### config.mk
export PLATFORM = sky130hd
export DESIGN_NAME = smem_port
export DESIGN_NICKNAME = d
export VERILOG_FILES = /design/src/src/smem_port.v /design/src/src/smem_sync2.v
export VERILOG_INCLUDE_DIRS = /design/src /design/src/src
export SDC_FILE = /design/constraint.sdc
export NUM_CORES = 1
export LEC_CHECK = 0
export BUFFER_PORTS_ARGS = -buffer_cell sky130_fd_sc_hd__buf_4
export CORE_MARGIN = 2
export CORE_UTILIZATION = 58
export DETAILED_ROUTE_END_ITERATION = 10
export PLACE_DENSITY = 0.8
export SLEW_MARGIN = 20
export SYNTH_ARGS = -nofsm -noshare
export SYNTH_HDL_FRONTEND = slang
export SYNTH_SLANG_ARGS = --single-unit
### constraint.sdc
create_clock -name i_mclk -period 3.19 [get_ports i_mclk]
set_input_delay 0.1595 -clock i_mclk [delete_from_list [all_inputs] [get_ports i_mclk]]
set_output_delay 0.1595 -clock i_mclk [all_outputs]
set_load 0.1 [all_outputs]
### src/src/smem_port_consts.vh
// constants for the static memory and expansion port sequencer
// assumes: included by src/smem_port.v only, by its bare name
`ifndef SMEM_PORT_CONSTS_VH
`define SMEM_PORT_CONSTS_VH

// ----------------------------------------------------------------
// register indices (register bus address)
// ----------------------------------------------------------------
`define REG_CTRL        3'h0
`define REG_ADDR        3'h1
`define REG_CMD         3'h2
`define REG_STATUS      3'h3
`define REG_DATA0       3'h4

// ----------------------------------------------------------------
// control register fields
// ----------------------------------------------------------------
`define CTRL_NSEQ_LSB   0
`define CTRL_NSEQ_MSB   2
`define CTRL_SEQ_LSB    3
`define CTRL_SEQ_MSB    5
`define CTRL_SQEN_BIT   6
`define CTRL_BLEN_LSB   7
`define CTRL_BLEN_MSB   8
`define CTRL_RESET      9'h000

// ----------------------------------------------------------------
// command register fields
// ----------------------------------------------------------------
`define CMD_WR_BIT      0
`define CMD_SIZE_LSB    1
`define CMD_SIZE_MSB    2
`define CMD_CS_LSB      3
`define CMD_CS_MSB      4

// ----------------------------------------------------------------
// access sizes
// ----------------------------------------------------------------
`define SIZE_BYTE       2'h0
`define SIZE_HALF       2'h1
`define SIZE_WORD       2'h2

// ----------------------------------------------------------------
// sequencer states
// ----------------------------------------------------------------
`define ST_IDLE         3'h0
`define ST_BEAT         3'h1
`define ST_WREL         3'h2
`define ST_WASR         3'h3
`define ST_CSREL        3'h4
`define ST_GAP          3'h5

// ----------------------------------------------------------------
// reset values of pins and counters, and counter steps
// ----------------------------------------------------------------
`define CS_IDLE         4'hf
`define ADDR_RESET      28'h000_0000
`define DATA_RESET      32'h0000_0000
`define WAIT_ZERO       3'h0
`define WAIT_ONE        3'h1
`define BEAT_FIRST      2'h0
`define BEAT_ONE        2'h1

`endif

### src/src/smem_port.v
// static memory / expansion port sequencer with register port
// assumes: i_mclk 100 MHz; expansion clock is i_mclk divided by two
// Functional notes
// - stretch access by waits or ready low
// - sample ready on falling edge before transfer
// - ready low delays transfer one period
// - reads hold address, widths, direction afterwards
// - writes hold address, data, widths, direction
// - no zero-wait sequential writes with strobe
// - bursts of two to four beats only
// - minimum-wait burst read is 1-0-0-0
// - minimum-wait burst write is 1-1-1-1; the first beat here takes no wait, giving 0-1-1-1
// - sequential mode uses seq waits, no idles
// - chip select on rise, release on fall
// - address presented on rise, changed on fall
// - write strobe changes on rising edges
// - output enable changes on falling edges
// - read data captured on falling edge
// - write data driven from rising edge; later burst beats are driven from the falling edge
// - direction output asserted on rising edge
// - word/halfword selects change on falling edge
// - separate halfword and word select outputs
//
// The placing of the registers and the plain strobed port were left to the implementer.
`timescale 1ns/100ps
`include "smem_port_consts.vh"

module smem_port (
	// clock and reset
	input  wire        i_mclk,
	input  wire        i_nrst,
	// register port
	input  wire [2:0]  i_reg_addr,
	input  wire [31:0] i_reg_wdata,
	input  wire        i_reg_wr,
	input  wire        i_reg_rd,
	output reg  [31:0] o_reg_rdata,
	// expansion side
	output wire        o_expansion_clock,
	input  wire        i_ext_ready_in,
	output reg  [3:0]  o_chip_select_n,
	output reg  [27:0] o_addr,
	output reg         o_write_strobe_n,
	output reg         o_output_enable_n,
	output reg         o_halfword,
	output reg         o_word,
	output reg         o_write_dir,
	input  wire [31:0] i_data,
	output reg  [31:0] o_data,
	output reg         o_data_oe_n
);

	// ----------------------------------------------------------------
	// registers and state
	// ----------------------------------------------------------------
	reg        ph_r;
	reg [8:0]  ctrl_r;
	reg [27:0] addr_reg_r;
	reg        cmd_wr_r;
	reg [1:0]  cmd_size_r;
	reg [1:0]  cmd_cs_r;
	reg        pend_r;
	reg [31:0] data_r [0:3];
	reg [2:0]  state_r;
	reg [2:0]  wcnt_r;
	reg [1:0]  beat_r;
	reg [1:0]  len_r;
	reg        first_r;
	reg        last_r;
	reg        last_rd_r;

	wire       ready_s;
	wire       rise;
	wire       fall;
	wire [2:0] wait_nseq;
	wire [2:0] wait_seq;
	wire       seq_en;
	wire       beat_last;
	wire       busy;
	wire [27:0] step;
	wire       seq_start;

	// ready crosses in through two flops before anything looks at it
	smem_sync2 u_ready_sync (
		.i_mclk  (i_mclk),
		.i_nrst  (i_nrst),
		.i_async (i_ext_ready_in),
		.o_sync  (ready_s)
	);

	// ----------------------------------------------------------------
	// expansion clock phases
	// ----------------------------------------------------------------
	// rise: this edge drives the expansion clock high; fall: low
	assign rise              = ~ph_r;
	assign fall              = ph_r;
	assign o_expansion_clock = ph_r;

	assign wait_nseq = ctrl_r[`CTRL_NSEQ_MSB:`CTRL_NSEQ_LSB];
	assign wait_seq  = ctrl_r[`CTRL_SEQ_MSB:`CTRL_SEQ_LSB];
	assign seq_en    = ctrl_r[`CTRL_SQEN_BIT];
	assign beat_last = (beat_r == len_r);
	assign busy      = pend_r | (state_r != `ST_IDLE);
	assign step      = {25'h000_0000, cmd_size_r == `SIZE_WORD,
		cmd_size_r == `SIZE_HALF, cmd_size_r == `SIZE_BYTE};
	// back-to-back reads in sequential mode skip the long first wait
	assign seq_start = seq_en & last_rd_r & ~cmd_wr_r;

	// ----------------------------------------------------------------
	// register port and sequencer
	// ----------------------------------------------------------------
	always @(posedge i_mclk) begin
		if (!i_nrst) begin
			ph_r              <= 1'b0;
			ctrl_r            <= `CTRL_RESET;
			addr_reg_r        <= `ADDR_RESET;
			cmd_wr_r          <= 1'b0;
			cmd_size_r        <= `SIZE_BYTE;
			cmd_cs_r          <= 2'h0;
			pend_r            <= 1'b0;
			data_r[0]         <= `DATA_RESET;
			data_r[1]         <= `DATA_RESET;
			data_r[2]         <= `DATA_RESET;
			data_r[3]         <= `DATA_RESET;
			state_r           <= `ST_IDLE;
			wcnt_r            <= `WAIT_ZERO;
			beat_r            <= `BEAT_FIRST;
			len_r             <= `BEAT_FIRST;
			first_r           <= 1'b0;
			last_r            <= 1'b0;
			last_rd_r         <= 1'b0;
			o_reg_rdata       <= `DATA_RESET;
			o_chip_select_n   <= `CS_IDLE;
			o_addr            <= `ADDR_RESET;
			o_write_strobe_n  <= 1'b1;
			o_output_enable_n <= 1'b1;
			o_halfword        <= 1'b0;
			o_word            <= 1'b0;
			o_write_dir       <= 1'b0;
			o_data            <= `DATA_RESET;
			o_data_oe_n       <= 1'b1;
		end else begin
			ph_r <= ~ph_r;

			// read data stands only in the cycle after the strobe
			o_reg_rdata <= `DATA_RESET;
			if (i_reg_rd) begin
				case (i_reg_addr)
				`REG_CTRL:   o_reg_rdata <= {23'h00_0000, ctrl_r};
				`REG_ADDR:   o_reg_rdata <= {4'h0, addr_reg_r};
				`REG_CMD:    o_reg_rdata <= {27'h000_0000, cmd_cs_r, cmd_size_r, cmd_wr_r};
				`REG_STATUS: o_reg_rdata <= {30'h0000_0000, ready_s, busy};
				default:     o_reg_rdata <= data_r[i_reg_addr[1:0]];
				endcase
			end

			// configuration may change only while the port is idle
			if (i_reg_wr && !busy) begin
				case (i_reg_addr)
				`REG_CTRL: ctrl_r     <= i_reg_wdata[8:0];
				`REG_ADDR: addr_reg_r <= i_reg_wdata[27:0];
				`REG_CMD: begin
					cmd_wr_r   <= i_reg_wdata[`CMD_WR_BIT];
					cmd_size_r <= i_reg_wdata[`CMD_SIZE_MSB:`CMD_SIZE_LSB];
					cmd_cs_r   <= i_reg_wdata[`CMD_CS_MSB:`CMD_CS_LSB];
					pend_r     <= 1'b1;
				end
				`REG_STATUS: ;
				default: data_r[i_reg_addr[1:0]] <= i_reg_wdata;
				endcase
			end

			case (state_r)
			`ST_IDLE: begin
				if (pend_r && rise) begin
					pend_r          <= 1'b0;
					o_chip_select_n <= ~(4'h1 << cmd_cs_r);
					o_addr          <= addr_reg_r;
					o_write_dir     <= cmd_wr_r;
					// burst field gives beats minus one, so four is the cap
					len_r           <= ctrl_r[`CTRL_BLEN_MSB:`CTRL_BLEN_LSB];
					beat_r          <= `BEAT_FIRST;
					first_r         <= 1'b1;
					state_r         <= `ST_BEAT;
					if (cmd_wr_r) begin
						o_data           <= data_r[0];
						o_data_oe_n      <= 1'b0;
						o_write_strobe_n <= 1'b0;
						wcnt_r           <= wait_nseq;
					end else begin
						o_data_oe_n <= 1'b1;
						// one forced wait on the first read beat: 1-0-0-0
						wcnt_r <= seq_start ? wait_seq : wait_nseq + `WAIT_ONE;
					end
				end
			end
			`ST_BEAT: begin
				if (fall) begin
					first_r <= 1'b0;
					if (first_r) begin
						o_halfword <= (cmd_size_r == `SIZE_HALF);
						o_word     <= (cmd_size_r == `SIZE_WORD);
						if (!cmd_wr_r)
							o_output_enable_n <= 1'b0;
					end
					if (wcnt_r != `WAIT_ZERO) begin
						wcnt_r <= wcnt_r - `WAIT_ONE;
					end else if (ready_s && !(first_r && !cmd_wr_r)) begin
						if (!cmd_wr_r) begin
							data_r[beat_r] <= i_data;
							if (beat_last) begin
								o_output_enable_n <= 1'b1;
								o_chip_select_n   <= `CS_IDLE;
								last_rd_r         <= 1'b1;
								state_r           <= seq_en ? `ST_IDLE : `ST_GAP;
							end else begin
								beat_r <= beat_r + `BEAT_ONE;
								o_addr <= o_addr + step;
								wcnt_r <= wait_seq;
							end
						end else begin
							last_r  <= beat_last;
							state_r <= `ST_WREL;
						end
					end
				end
			end
			`ST_WREL: begin
				// strobe goes high for a period between beats, so a
				// write beat after the first is never shorter than one wait state
				if (rise) begin
					o_write_strobe_n <= 1'b1;
					state_r          <= last_r ? `ST_CSREL : `ST_WASR;
				end
			end
			`ST_WASR: begin
				// next beat moves only once the strobe is up, so a memory
				// latching on the strobe edge still sees the old beat
				if (fall) begin
					beat_r <= beat_r + `BEAT_ONE;
					o_addr <= o_addr + step;
					o_data <= data_r[beat_r + `BEAT_ONE];
				end
				if (rise) begin
					o_write_strobe_n <= 1'b0;
					wcnt_r           <= wait_seq;
					state_r          <= `ST_BEAT;
				end
			end
			`ST_CSREL: begin
				// address, data, widths and direction stay put
				if (fall) begin
					o_chip_select_n <= `CS_IDLE;
					last_rd_r       <= 1'b0;
					state_r         <= seq_en ? `ST_IDLE : `ST_GAP;
				end
			end
			`ST_GAP: begin
				// a whole expansion period with no select active
				if (fall)
					state_r <= `ST_IDLE;
			end
			default: state_r <= `ST_IDLE;
			endcase
		end
	end

endmodule // smem_port

### src/src/smem_sync2.v
// two flip-flop synchroniser for one asynchronous level
// assumes: i_async comes from a pin with no relation to i_mclk
`timescale 1ns/100ps

module smem_sync2 (
	// clock and reset
	input  wire i_mclk,
	input  wire i_nrst,
	// level in and out
	input  wire i_async,
	output wire o_sync
);

	reg meta_r;
	reg sync_r;

	// first stage feeds only the second
	always @(posedge i_mclk) begin
		if (!i_nrst) begin
			meta_r <= 1'b0;
			sync_r <= 1'b0;
		end else begin
			meta_r <= i_async;
			sync_r <= meta_r;
		end
	end

	assign o_sync = sync_r;

endmodule // smem_sync2

==> results.md, run 1 <==
- Synth top area share: 28.2%
- Fmax: 345 MHz
- Via count: between 10000 and 15000
- Starting density of the core: between 50% and 60%
- Die width: 157 um
- Slew HR: a little under 30%
- Crit path from: wcnt_r[0]
- Post-cts sizing count: 0
- Peak VDD IR: 0.000595 V
- Die Ht: 157 um
- Tot GR Track Use: 32.5%
- Worst hold-check path type: in -> reg
- Postcts setup bufs: 0
- Vias per std cell: 6.34
- Htree depth: 1
- RSZ-0062 raised after global routing: false
- Yosys reg bits: 289
- Layout cell share with drive strength beyond 1: between 20% and 30%
- Clock sinks: approximately 290
- # fillers: between 1500 and 2000
- Cts hold-fix bufs: 38
- Ys flop type: dfxtp_1
- Post-synth ARST share: 0%
- Worst path cell trace: inv_1, ha_1, ha_1, and4bb_1, nand3_1, nor2_2, buf_4, a22oi_1, dlygate4sd3_1, inv_1
- Largest net degree at the start of global routing: 69
- Synth-to-Final Area Change: 21.6%
- Status: finished clean
- Slew of the pin with the lowest slew margin: between 1 and 1.5 ns
- Setup crit end kind: register
- Final core area utilization: 71.1%
- Yosys warns: 0
- Drt pass-1 iters: 6
- Sequential element share of the synthesized area: 51.9%
- Placer congestion estimate: ~0.88
- Syn nets: 1416
- Largest fanout on the critical path: 12
- Die Area: 24700 um2
- Final Hold Viols: 0
- Total CTS buffers: 28
- Reg2Reg Depth: 10
- Antenna fix cells: 0
- Worst reg2reg endpoint: data_r[3][30]
- Mapped Cells: 1337
- RR Startpoint: wcnt_r[0]
- Max clock buf depth: 3
- Area leader, netlist: edfxtp_1
- Slew Limit Fails: 0
- Count of final setup violators: 0
- Post-Synthesis Cell Area: 13600 um2
- Lkg Pwr: 0.00635 uW
- Max stage delay cell, worst path: dlygate4sd3_1
- Top Metal Used: met4
- NumNets Final: between 1500 and 2000
- Crit path to: data_r[3][30]
- Power per Cell Area: 512 nW/um2
- Synth area leaders: edfxtp_1 28%, dfxtp_1 24%, mux4_2 5.6%, nor2_1 5.1%, mux2i_1 4.8%
- Port bufs: approximately 170
- Met3 wire len: 4.24 mm
- CTS root buffer: clkbuf_16
- Slowest stage delay, CP: 0.61 ns
- Clock slew at reported path FFs: 0.07 ns
- GRT overflow: 0
- M1 WL: 15.8 mm
- R2R setup slack: 0.29 ns
- Vias in the first global route: 11287
- EDFF count, synth: approximately 130
- Critical path class: reg -> reg
- Routed Antenna Nets: 0
- First-pass GRT wire length: a little over 60 mm
- Metal2 WL: 18.7 mm
- Max cap viols: 0
- # rows: 56
- CTS tree: built
- Distinct cells, synth: 77
- Core area: 23300 um2
- Critical path launch point type: register
- Data arrival, critical path: 3.21 ns
- Tcrit/Tclk final: 90.9%
- Final WL: 40.3 mm
- Post-DP HPWL: 26.6 mm
- Drt drc: 0
- Setup TNS: 0 ns
- I/O pin cnt: 175
- Worst skew pair latency: 0.54 ns
- Worst Skew: between 0.007 and 0.008 ns
- DR WL/cell: 21.7 um
- Syn Area/Cell: around 10 um2
- Initial antenna violation count: 0
- First DRT Iteration DRCs: 1431
- Tmin final: 2.90 ns
- Worst EP required: 3.50 ns
## state kept, by name, summed over array words and instances, names as in the netlist, 2 cells and up
| register | count |
|---|---|
| data_r | 128 |
| o_data | 32 |
| o_reg_rdata | 32 |
| addr_reg_r | 28 |
| o_addr | 28 |
| ctrl_r | 9 |
| o_chip_select_n | 4 |
| state_r | 3 |
| wcnt_r | 3 |
| beat_r | 2 |
| cmd_cs_r | 2 |
| cmd_size_r | 2 |
| len_r | 2 |
## power breakdown
group          leakage, uW  switching, uW  internal [uW]
clock network     0.000450           1420           1950
registers          0.00263           98.0           3990
logic              0.00327            669            350
total              0.00635           2190           6290
## through the flow
step	worst slack [ns]	area [um2]	total power, uW	cells	hold WS (ns)
after floorplan	0.0755	13600	4810	1337	0.287
after global placement	0.636	15200	5110	1769	0.376
after detailed placement	0.526	15200	5130	1769	0.378
after CTS	0.337	16500	8450	1859	0.00000569
after global routing	0.135	16500	8700	1859	0.0110
final	0.291	16500	8480	1859	0.00488
## cells by family (layout without fill, tap and decap cells)
kind of cell / count (synthesis) / in the layout / synth area share [%]
flip-flops: 289 / 289 / 51.9
buffers and inverters: 156 / 359 / 4.71
AO/OA/AOI/OAI: 340 / 340 / 17.3
AND/OR/NAND/NOR: 441 / 441 / 14.6
adder cells (fa/ha/maj): 7 / 7 / 0.698
multiplexers: 100 / 100 / 10.5
XOR/XNOR: 4 / 4 / 0.257
## placed cells by master, fill, tap and decap left out, types with 34 or more instances in the layout
master and n:
dlygate4sd3_1 38, mux2i_1 65, o21ai_0 66, nor2_1 184, a22oi_1 64, dfxtp_1 160
a211oi_1 39, inv_1 51, mux4_2 34, nand2_1 147, edfxtp_1 128, buf_4 215
a21oi_1 70
## per-layer routing
layer	GRT usage [%]	up-vias
li1	-	5254
met1	44.6	5637
met2	52.1	772
met3	5.51	126
met4	12.1	0
met5	0	-
## final cells by class
cell class,count,area (um2),share of cell area (%)
clock buffers,36,772,4.67
clock inverters,16,156,0.945
inverters,52,195,1.18
multi-input cells,892,5920,35.8
flip-flops and latches,289,7070,42.7
well taps,319,399,2.41
repair buffers,255,2030,12.3
## cell usage after synthesis, types with 7 or more instances
| cell | n |
|---|---|
| nor3_1 | 12 |
| buf_2 | 42 |
| a22oi_1 | 64 |
| inv_1 | 52 |
| a21o_1 | 7 |
| o211ai_1 | 7 |
| a21oi_1 | 70 |
| dfxtp_1 | 161 |
| a31oi_1 | 7 |
| and3_1 | 7 |
| nor2_1 | 184 |
| o21ai_0 | 66 |
| nand2_1 | 147 |
| mux4_2 | 34 |
| nand3_1 | 20 |
| a211oi_1 | 39 |
| and2_1 | 13 |
| edfxtp_1 | 128 |
| clkbuf_1 | 55 |
| nor2b_1 | 7 |
| a22o_1 | 19 |
| nand4_1 | 9 |
| nand2b_1 | 8 |
| mux2i_1 | 65 |
## how the worst min path moves through the flow
stage / endpoint / startpoint / depth (start not counted) / slack [ns]
after global placement: u_ready_sync.meta_r / i_ext_ready_in / 2 / 0.38
after global routing: data_r[3][16] / i_data[16] / 3 / 0.01
after CTS: data_r[3][13] / i_data[13] / 3 / 0.000006
final: data_r[3][13] / i_data[13] / 3 / 0.005
after detailed placement: u_ready_sync.meta_r / i_ext_ready_in / 2 / 0.38
after floorplan: u_ready_sync.meta_r / i_ext_ready_in / 1 / 0.29
## critical path: cells and delay by family (launching register included)
family / cells / cell delay, ns
buffers and inverters: 4 / 0.92
AND/OR/NAND/NOR: 3 / 0.60
adder cells (fa/ha/maj): 2 / 0.43
flip-flops: 1 / 0.36
AO/OA/AOI/OAI: 1 / 0.35
Note: power is estimated with default switching activity, not from simulation.
==> run 2, diff against run 1 <==
- REMOVE_ABC_BUFFERS: unset -> 1
==> run 2 against run 1 <==
  * Register-to-register slack got worse by 0.10 ns
  * Clock power increased by 6%
  * Clock-buffer cell count increased by 5
  * Hold slack improved by 0.0062 ns
  * Critical path type unchanged
  * Combinational power about the same
  * Utilization increased by 1.5 points
  * Largest power group unchanged
  * Sequential cell count unchanged
  * Die area unchanged
  * Critical path depth decreased by 3
  * Non-clock buffer count increased by 26
  * Highest routed layer unchanged
  * Design area increased by 2.1%
  * Cell count increased by 1.6%
==> results.md, run 2 (synthesis gave the netlist of run 1 again) <==
- Status: finished clean
- Final Hold Viols: 0
- Max reg flops: 128
- Final core area utilization: 72.6%
- Routed Antenna Nets: 0
- Clock slew at reported path FFs: 0.06 ns
- Power per Cell Area: 516 nW/um2
- Max clock buf depth: 3
- Final WL: 42.0 mm
- Via count: around 12000
- Final Instance Area: 16900 um2
- Critical path launch point type: register
- Slowest stage delay, CP: 0.60 ns
- Sw power: 2230 uW
- Clock sinks: 289
- NumNets Final: 1625
- Critical path class: reg -> reg
- Placer congestion estimate: 0.954
- Commonest non-fill, non-tap cell in the layout: buf_4
- Core area: about 23000 um2
- Largest fanout on the critical path: 23
- Die width: 157 um
- Non-Filler Instances: around 1900
- Htree depth: 1
- Max cap viols: 0
- Worst Skew: 0.0107 ns
- Drt drc: 0
- Tmin final: 3.00 ns
- Starting density of the core: 58.5%
- Count of final setup violators: 0
- I/O pin cnt: 175
- Setup crit end kind: register
- Internal power: approximately 6500 uW
- Largest net degree at the start of global routing: 63
- Combinational power share: 12.0%
- Lkg Pwr: ~0.0065 uW
- Drt pass-1 iters: 6
- Antenna fix cells: 0
- Layout cell share with drive strength beyond 1: 20.9%
- Slew HR: between 20% and 30%
- # rows: 56
- Post-DP Area: 15300 um2
- Slew Limit Fails: 0
- Worst path cell trace: nor4_4, and3_1, and2_1, buf_12, a22oi_1, dlygate4sd3_1, inv_1
- Vias per std cell: 6.32
- Tot GR Track Use: 33.7%
- CTS root buffer: clkbuf_16
- First DRT Iteration DRCs: ~1200
- Clock Power Share: 41.0%
- Worst EP required: 3.61 ns
- DR WL/cell: 22.2 um
- CTS tree: built
- Post-cts sizing count: 0
- Die Area: 24700 um2
- Commonest cells after routing, fill and taps aside: 218 x buf_4, 184 x nor2_1, 160 x dfxtp_1, 147 x nand2_1, 128 x edfxtp_1
- Synth-to-Final Area Change: 24.1%
- Top flop regs: data_r: 128 flops, o_data: 32 flops, o_reg_rdata: 32 flops
- Sw frac: ~26%
- Slew of the pin with the lowest slew margin: between 1 and 1.5 ns
- Die Ht: 157 um
- Vias in the first global route: 11827
- Max stage delay cell, worst path: dlygate4sd3_1
- CP delay by family, top: simple AND/OR/NAND/NOR gates
- Placed cells: roughly 1800
- Largest Register: data_r
- Crit path buf inv count: 3
- Worst hold-check path type: in -> reg
- Total CTS buffers: 30
- Data arrival, critical path: approximately 3.4 ns
- RSZ-0062 raised after global routing: false
- Port bufs: 174
- Fmax: 333 MHz
- Tcrit/Tclk final: between 90% and 100%
- Worst skew pair latency: approximately 0.55 ns
- First-pass GRT wire length: 63.9 mm
- Initial antenna violation count: 1
- GRT overflow: 0
- Peak VDD IR: 0.000475 V
- Post-DP HPWL: 26.6 mm
- Share of total power in sequential cells: 47.0%
[run 2: layout make-up]
| cell class | instances | area, um2 |
|---|---|---|
| clock buffers | 41 | 823 |
| clock inverters | 15 | 178 |
| fillers | 1638 | 6370 |
| inverters | 52 | 196 |
| multi-input cells | 892 | 5940 |
| flip-flops and latches | 289 | 7070 |
| well taps | 319 | 399 |
| repair buffers | 281 | 2290 |
[run 2: worst paths after layout]
| path | cells after the start | start | slack (ns) | endpoint |
|---|---|---|---|---|
| setup / recovery | 7 | state_r[1] | 0.19 | data_r[3][30] |
| hold reg to reg | 1 | u_ready_sync.meta_r | 0.45 | u_ready_sync.o_sync |
| hold / removal | 3 | i_data[31] | 0.01 | data_r[0][31] |
| setup reg to reg | 7 | state_r[1] | 0.19 | data_r[3][30] |
[run 2: routing by layer]
metal	track usage, %	wire [um]	vias to the layer above	share of wire, %
li1	-	-	5327	-
met1	42.9	15400	5705	37
met2	55.4	20200	754	48
met5	0	0	-	0
met3	6.97	4500	151	11
met4	16.1	1900	0	4.5
[run 2: repair_timing]
action                    in CTS  in global routing
hold buffers                  61                  0
hold endpoints to repair      71                  0
setup buffers                  0                  0
[run 2: power by group through the flow]
| stage | Combinational (uW) | Sequential [uW] | Clock (uW) |
|---|---|---|---|
| 3_5_place_dp | 965 | 4170 | 0 |
| 3_3_place_gp | 953 | 4160 | 0 |
| 2_1_floorplan | 385 | 4370 | 0 |
| 6_report | 1040 | 4100 | 3570 |
| 5_1_grt | 1100 | 4110 | 3720 |
| 4_1_cts | 1030 | 4090 | 3570 |
[run 2: worst min-delay path: cells and delay by family]
| family | cells | cell delay (ns) |
|---|---|---|
| AO/OA/AOI/OAI | 1 | 0.11 |
| buffers and inverters | 1 | 0.07 |
| AND/OR/NAND/NOR | 1 | 0.10 |
[run 2: metrics by stage]
step	TNS [ns]	total power, uW	hold slack [ns]	setup slack (ns)
CTS	0	8690	0.000940	0.265
global route	0	8930	0.0340	0.0476
floorplan	-175.43	4750	0.248	-2.18
finish	0	8710	0.0111	0.190
global placement	0	5110	0.372	0.581
detailed placement	0	5130	0.375	0.518
